===== src/design/uart_regs_pkg.sv =====
// constants for the modem change flags, scratch, divisor and mirror block
// Summary of operation
// dsr_n level change sets modem status bit 1
// cts_n level change sets modem status bit 0
// ri_n level change sets its change flag
// eight-bit scratch register, read-write, resets zero
// low divisor byte, present with infrared option
// high divisor byte, same option, resets zero
// receive buffer mirrored over sixteen words
// mirror built by option, only when latch bit 0
// mirror read pops oldest received character
// upper 24 bits read zero, writes ignored
package uart_regs_pkg;
   localparam int ADDR_W = 8;
   localparam logic [7:0] MODEM_STATUS_OFS = 8'h18;
   localparam logic [7:0] SCRATCH_OFS = 8'h1c;
   localparam logic [7:0] LP_DIV_LOW_OFS = 8'h20;
   localparam logic [7:0] LP_DIV_HIGH_OFS = 8'h24;
   localparam logic [7:0] MIRROR_FIRST_OFS = 8'h30;
   localparam logic [7:0] MIRROR_LAST_OFS = 8'h6c;
   localparam logic [7:0] IRQ_STATUS_OFS = 8'h90;
   localparam logic [7:0] IRQ_MASK_OFS = 8'h94;
   localparam int CTS_CHG_BIT = 0;
   localparam int DSR_CHG_BIT = 1;
   localparam int RI_CHG_BIT = 2;
   localparam int RI_LEVEL_BIT = 6;
   localparam int DSR_LEVEL_BIT = 5;
   localparam int CTS_LEVEL_BIT = 4;
   localparam logic [7:0] BYTE_RESET = 8'h00;
   localparam logic [2:0] SYNC_RESET = 3'h7;
endpackage


===== src/design/modem_line_sync.sv =====
// two-stage synchronisers with edge detection for the modem lines
`timescale 1ns/10ps
`default_nettype none
module modem_line_sync #(
   parameter int WIDTH = 3
) (
   input wire logic clk,
   input wire logic sys_rst,
   input wire logic [WIDTH-1:0] lineIn,
   output logic [WIDTH-1:0] lineSync,
   output logic [WIDTH-1:0] lineChange
);
   logic [WIDTH-1:0] stage1_q, stage1_d;
   logic [WIDTH-1:0] stage2_q, stage2_d;
   logic [WIDTH-1:0] stage3_q, stage3_d;

   // lines idle high; first stage feeds only the second
   always_comb begin
      stage1_d = lineIn;
      stage2_d = stage1_q;
      stage3_d = stage2_q;
   end

   always_ff @(posedge clk) begin
      if (sys_rst) begin
         stage1_q <= '1;
         stage2_q <= '1;
         stage3_q <= '1;
      end else begin
         stage1_q <= stage1_d;
         stage2_q <= stage2_d;
         stage3_q <= stage3_d;
      end
   end

   assign lineSync = stage2_q;
   // either direction counts as a change
   assign lineChange = stage2_q ^ stage3_q;
endmodule
`default_nettype wire


===== src/design/uart_modem_delta_scratch_regs.sv =====
// modem change flags, scratch, low-power divisor and receive mirror
`timescale 1ns/10ps
`default_nettype none
module uart_modem_delta_scratch_regs
   import uart_regs_pkg::*;
#(
   parameter bit LOWPOWER_IR_RX = 1'b1,
   parameter bit MIRROR_BUILT = 1'b1
) (
   input wire logic clk,
   input wire logic sys_rst,
   input wire logic [ADDR_W-1:0] regAddr,
   input wire logic [31:0] regWdata,
   input wire logic regWrite,
   input wire logic regRead,
   output logic [31:0] regRdata,
   input wire logic ctsLine_n,
   input wire logic dsrLine_n,
   input wire logic riLine_n,
   input wire logic divisorLatchAccess,
   input wire logic [7:0] rxHoldingData,
   input wire logic rxDataReady,
   output logic rxPop,
   output logic [15:0] lowpowerDivisor,
   output logic irq
);
   // -------------------------------------------------------------
   // address decode
   // -------------------------------------------------------------
   function automatic logic isMirror(input logic [ADDR_W-1:0] a);
      isMirror = (a >= MIRROR_FIRST_OFS) && (a <= MIRROR_LAST_OFS)
                 && (a[1:0] == 2'b00);
   endfunction

   logic [2:0] lineSync, lineChange;
   logic [2:0] chg_q, chg_d;
   logic [2:0] irqStat_q, irqStat_d;
   logic [2:0] irqMask_q, irqMask_d;
   logic [7:0] scratch_q, scratch_d;
   logic [7:0] divLow_q, divLow_d;
   logic [7:0] divHigh_q, divHigh_d;
   logic [31:0] rdata_q, rdata_d;
   logic statusRead, mirrorRead;

   // -------------------------------------------------------------
   // modem line synchronisers
   // -------------------------------------------------------------
   modem_line_sync #(
      .WIDTH(3)
   ) u_sync (
      .clk(clk),
      .sys_rst(sys_rst),
      .lineIn({riLine_n, dsrLine_n, ctsLine_n}),
      .lineSync(lineSync),
      .lineChange(lineChange)
   );

   assign statusRead = regRead && (regAddr == MODEM_STATUS_OFS);
   // mirror gated by option
   // access refused while the divisor latch is selected
   assign mirrorRead = MIRROR_BUILT && regRead && isMirror(regAddr)
                       && !divisorLatchAccess;

   // -------------------------------------------------------------
   // change flags and interrupt status
   // -------------------------------------------------------------
   // a change in the read cycle is returned by that read, so the
   // read consumes it; keeping it would report one edge twice
   always_comb begin
      chg_d = chg_q;
      irqStat_d = (regRead && regAddr == IRQ_STATUS_OFS) ? 3'b000
                  : irqStat_q;
      // cts change flag
      chg_d[CTS_CHG_BIT] = chg_d[CTS_CHG_BIT] | lineChange[0];
      // dsr change flag
      chg_d[DSR_CHG_BIT] = chg_d[DSR_CHG_BIT] | lineChange[1];
      // ri change flag
      chg_d[RI_CHG_BIT] = chg_d[RI_CHG_BIT] | lineChange[2];
      if (statusRead) begin
         chg_d = 3'b000;
      end
      irqStat_d = irqStat_d | lineChange;
      irqMask_d = irqMask_q;
      if (regWrite && regAddr == IRQ_MASK_OFS) begin
         irqMask_d = regWdata[2:0];
      end
   end

   always_ff @(posedge clk) begin
      if (sys_rst) begin
         chg_q <= 3'b000;
         irqStat_q <= 3'b000;
         irqMask_q <= 3'b000;
      end else begin
         chg_q <= chg_d;
         irqStat_q <= irqStat_d;
         irqMask_q <= irqMask_d;
      end
   end

   assign irq = |(irqStat_q & irqMask_q);

   // -------------------------------------------------------------
   // scratch and low-power divisor
   // -------------------------------------------------------------
   // only the low byte is stored
   always_comb begin
      scratch_d = scratch_q;
      divLow_d = divLow_q;
      divHigh_d = divHigh_q;
      // scratch write
      if (regWrite && regAddr == SCRATCH_OFS) begin
         scratch_d = regWdata[7:0];
      end
      // low divisor byte write
      if (LOWPOWER_IR_RX && regWrite && regAddr == LP_DIV_LOW_OFS) begin
         divLow_d = regWdata[7:0];
      end
      // high divisor byte write
      if (LOWPOWER_IR_RX && regWrite && regAddr == LP_DIV_HIGH_OFS) begin
         divHigh_d = regWdata[7:0];
      end
   end

   always_ff @(posedge clk) begin
      if (sys_rst) begin
         scratch_q <= BYTE_RESET;
         divLow_q <= BYTE_RESET;
         divHigh_q <= BYTE_RESET;
      end else begin
         scratch_q <= scratch_d;
         divLow_q <= divLow_d;
         divHigh_q <= divHigh_d;
      end
   end

   assign lowpowerDivisor = {divHigh_q, divLow_q};

   // -------------------------------------------------------------
   // read data, one cycle after the strobe
   // -------------------------------------------------------------
   always_comb begin
      rdata_d = 32'h0000_0000;
      if (regRead) begin
         if (regAddr == MODEM_STATUS_OFS) begin
            rdata_d[CTS_CHG_BIT] = chg_q[CTS_CHG_BIT] | lineChange[0];
            rdata_d[DSR_CHG_BIT] = chg_q[DSR_CHG_BIT] | lineChange[1];
            rdata_d[RI_CHG_BIT] = chg_q[RI_CHG_BIT] | lineChange[2];
            rdata_d[CTS_LEVEL_BIT] = ~lineSync[0];
            rdata_d[DSR_LEVEL_BIT] = ~lineSync[1];
            rdata_d[RI_LEVEL_BIT] = ~lineSync[2];
         end else if (regAddr == SCRATCH_OFS) begin
            rdata_d[7:0] = scratch_q;
         end else if (LOWPOWER_IR_RX && regAddr == LP_DIV_LOW_OFS) begin
            rdata_d[7:0] = divLow_q;
         end else if (LOWPOWER_IR_RX && regAddr == LP_DIV_HIGH_OFS) begin
            rdata_d[7:0] = divHigh_q;
         end else if (regAddr == IRQ_STATUS_OFS) begin
            rdata_d[2:0] = irqStat_q;
         end else if (regAddr == IRQ_MASK_OFS) begin
            rdata_d[2:0] = irqMask_q;
         end else if (mirrorRead) begin
            // any of sixteen words
            rdata_d[7:0] = rxHoldingData;
         end
      end
   end

   always_ff @(posedge clk) begin
      if (sys_rst) begin
         rdata_q <= 32'h0000_0000;
      end else begin
         rdata_q <= rdata_d;
      end
   end

   assign regRdata = rdata_q;
   // mirror read pops receive path
   // no pop when nothing is waiting, so an empty read is harmless
   assign rxPop = mirrorRead && rxDataReady;
endmodule
`default_nettype wire


===== config.mk =====
export PLATFORM = sky130hd
export DESIGN_NAME = uart_modem_delta_scratch_regs
export DESIGN_NICKNAME = d
export VERILOG_FILES = /design/src/design/uart_regs_pkg.sv /design/src/design/modem_line_sync.sv /design/src/design/uart_modem_delta_scratch_regs.sv
export SDC_FILE = /design/constraint.sdc
export NUM_CORES = 1
export LEC_CHECK = 0
export BUFFER_PORTS_ARGS = -buffer_cell sky130_fd_sc_hd__clkbuf_2
export CORE_ASPECT_RATIO = 1.4
export CORE_UTILIZATION = 50
export DETAILED_ROUTE_END_ITERATION = 8
export HOLD_SLACK_MARGIN = 0.08
export PLACE_DENSITY_LB_ADDON = 0.25
export SLEW_MARGIN = 10
export SYNTH_ARGS = -nofsm -noshare
export SYNTH_HDL_FRONTEND = slang
export SYNTH_SLANG_ARGS = --single-unit

===== constraint.sdc =====
create_clock -name clk -period 3.7 [get_ports clk]
set_clock_uncertainty 0.15 [all_clocks]
set_input_delay 0.185 -clock clk [delete_from_list [all_inputs] [get_ports clk]]
set_output_delay 0.185 -clock clk [all_outputs]
set_load 0.01 [all_outputs]

==> metrics <==
Area contributors post-synth=dfxtp_1, mux2i_1, buf_4; cts repair resizes=0; f_max=between 500 and 600 MHz; initial antenna violation count=0; setup bufs post-CTS=0; biggest area consumer among synthesized cells=dfxtp_1; Synth warnings=0; Post-synth EDFFs=0; Most common cell on crit path=clkbuf_2; Max H-tree Level=2; crit path cell chain=clkbuf_2, or3_4, a2111oi_4, and2_2, clkbuf_2; Placer Congestion=0.884; clock slew at reported path FFs=90 ps; Skew-Pair Late Insertion Delay=just under 300 ps; Final period util=0.537; # IOs=around 110; GRT Overall Usage=0.209; met1 Track Usage GR=0.274; Setup TNS=0 ps; CP peak stage delay=~570 ps; Req. time, crit path=~3400 ps; ant diodes=0; met2 Track Usage GR=0.345; outcome=complete, no violations; Initial Util=0.528; WP data arrival=about 1700 ps; DRT iter0 DRCs=74; Setup WS post-layout=1710 ps; hold crit path type=in -> reg; endpoints failing hold=0; Cell variety after synth=46; Max VDD drop=0.297 mV; Yosys reg bits=50; Sink Count=50; cell area after synthesis=about 0.0024 mm^2; FFs w/ async S/R, synth=0; Final Power=between 1 and 1.5 mW; Buffers on Ports=58; Area Overhead vs Synth=19.7%; Vias=approximately 1900; Core Area=about 0.0046 mm^2; Main synth FF type=dfxtp_1; Vias/cell=5.09; DP Worst Slack=roughly 1700 ps; die area=0.00515 mm^2; Avg Cell Area, Syn=9.57 um^2; remaining antenna violation count=0; Worst setup SP type=input pin; CP max FO=6; drt pass-1 iters=4; Synth top area share=0.412; post-layout min period=about 2000 ps; Die W=~60 um; die height=~85 um; final wirelength=5050 um; Worst Max-Slew Pin Slew=818 ps; Slew Viols, Final=0; routed len/inst=about 13 um; DRC viols=0; CTS buffer count=5; Final Setup Violations=0; Seq/Total Area, Yosys=0.412; row count=29; vias in the first global route=1747; grt peak-use layer=met2; RSZ-0062 raised after global routing=no; root buffer cell=clkbuf_8; PwrDens=~360 mW/mm^2; Post-Syn Instances=approximately 250; Max clock buf depth=2; dpl hpwl=approximately 3600 um; Rel. slew slack=0.455; Lkg Pwr=around 1.4 nW; share of cells above drive strength 1=0.297; largest net degree at the start of global routing=between 40 and 50; aggregate global routing overflow=0; global-route wire length before repair=approximately 8000 um; CTS tree=done; max-cap viol count=0; CP max stage cell=a2111oi_4; Hold Buf Count CTS=15; most frequent cells in the layout=clkbuf_2, dfxtp_1, nor2_1; Worst Path Class, Setup=in -> out; nets=about 380; Worst setup EP type=output port; commonest non-fill, non-tap cell in the layout=clkbuf_2; met3 Use GR=0.0324
-- power breakdown --
part,switching (mW),internal [mW]
clock network,0.170,0.216
registers,0.00534,0.547
logic,0.0607,0.0426
-- logic make-up after synthesis --
| family | count (synthesis) | synth area share |
|---|---|---|
| xor gates and xnor gates | 3 | 0.0108 |
| AOI/OAI and AO/OA | 45 | 0.145 |
| muxes | 33 | 0.139 |
| DFF | 50 | 0.412 |
| buffers and inverters | 42 | 0.106 |
| and+or+nand+nor | 80 | 0.186 |
| other | 1 | 0.00154 |
-- state kept, by name, indices dropped and copies added (netlist names) --
| register | flops |
|---|---|
| chg_q | 3 |
| regRdata | 8 |
| u_sync.stage1_q | 3 |
| irqStat_q | 3 |
| divHigh_q | 8 |
| u_sync.lineSync | 3 |
| divLow_q | 8 |
| irqMask_q | 3 |
| scratch_q | 8 |
| u_sync.stage3_q | 3 |
-- through the flow --
step / hold slack (ps) / std cells / instance area [um^2] / utilization
final: 77.3 / 382 / 2910 / 0.631
after global routing: 109 / 382 / 2910 / 0.631
after CTS: 84.0 / 382 / 2910 / 0.631
after detailed placement: 220 / 360 / 2650 / 0.574
after global placement: 218 / 360 / 2650 / 0.574
after floorplan: 139 / 277 / 2520 / -
-- synthesized netlist by cell type, types with 2 or more instances --
cell type	n
a211oi_1	4
a21oi_1	8
a221oi_1	2
a221oi_2	3
a22oi_1	9
and2_1	2
and3_1	2
buf_2	4
buf_4	25
clkbuf_1	7
dfxtp_1	50
inv_1	4
mux2_2	6
mux2i_1	27
nand2_1	9
nand2b_1	3
nand3_1	3
nand3b_1	4
nand4_1	2
nand4_2	2
nor2_1	33
o211a_1	3
o21ai_0	6
o21ai_1	2
o22ai_1	3
o31ai_1	2
or2_2	9
xnor2_1	2
-- metal layers --
layer | vias up | share of wire
li1 | 972 | -
met1 | 900 | 0.44
met2 | 64 | 0.51
met3 | 7 | 0.036
met4 | 0 | 0.016
met5 | - | 0
-- cell type report --
| type | count | area (um^2) |
|---|---|---|
| Tap cell | 62 | 77.6 |
| Inverter | 5 | 18.8 |
| Timing Repair Buffer | 73 | 440 |
| Clock inverter | 1 | 30.0 |
| Multi-Input combinational cell | 185 | 1260 |
| Fill cell | 417 | 1700 |
| Sequential cell | 50 | 1000 |
| Clock buffer | 6 | 82.6 |
-- final timing paths --
check	from	to	slack [ps]	depth (start not counted)
max	regAddr[1]	rxPop	1710	5
min	rxHoldingData[7]	regRdata[7]$_SDFF_PP0_	80	3
max reg2reg	u_sync.lineSync[2]$_SDFF_PP1_	regRdata[2]$_SDFF_PP0_	2230	4
min reg2reg	u_sync.stage1_q[1]$_SDFF_PP1_	u_sync.lineSync[1]$_SDFF_PP1_	260	1
-- worst max-delay path: cells and delay by family --
family | cells | cell delay (ps)
and+or+nand+nor | 2 | 660
AOI/OAI and AO/OA | 1 | 570
buffers and inverters | 2 | 230
Note: power is estimated with default switching activity, not from simulation.
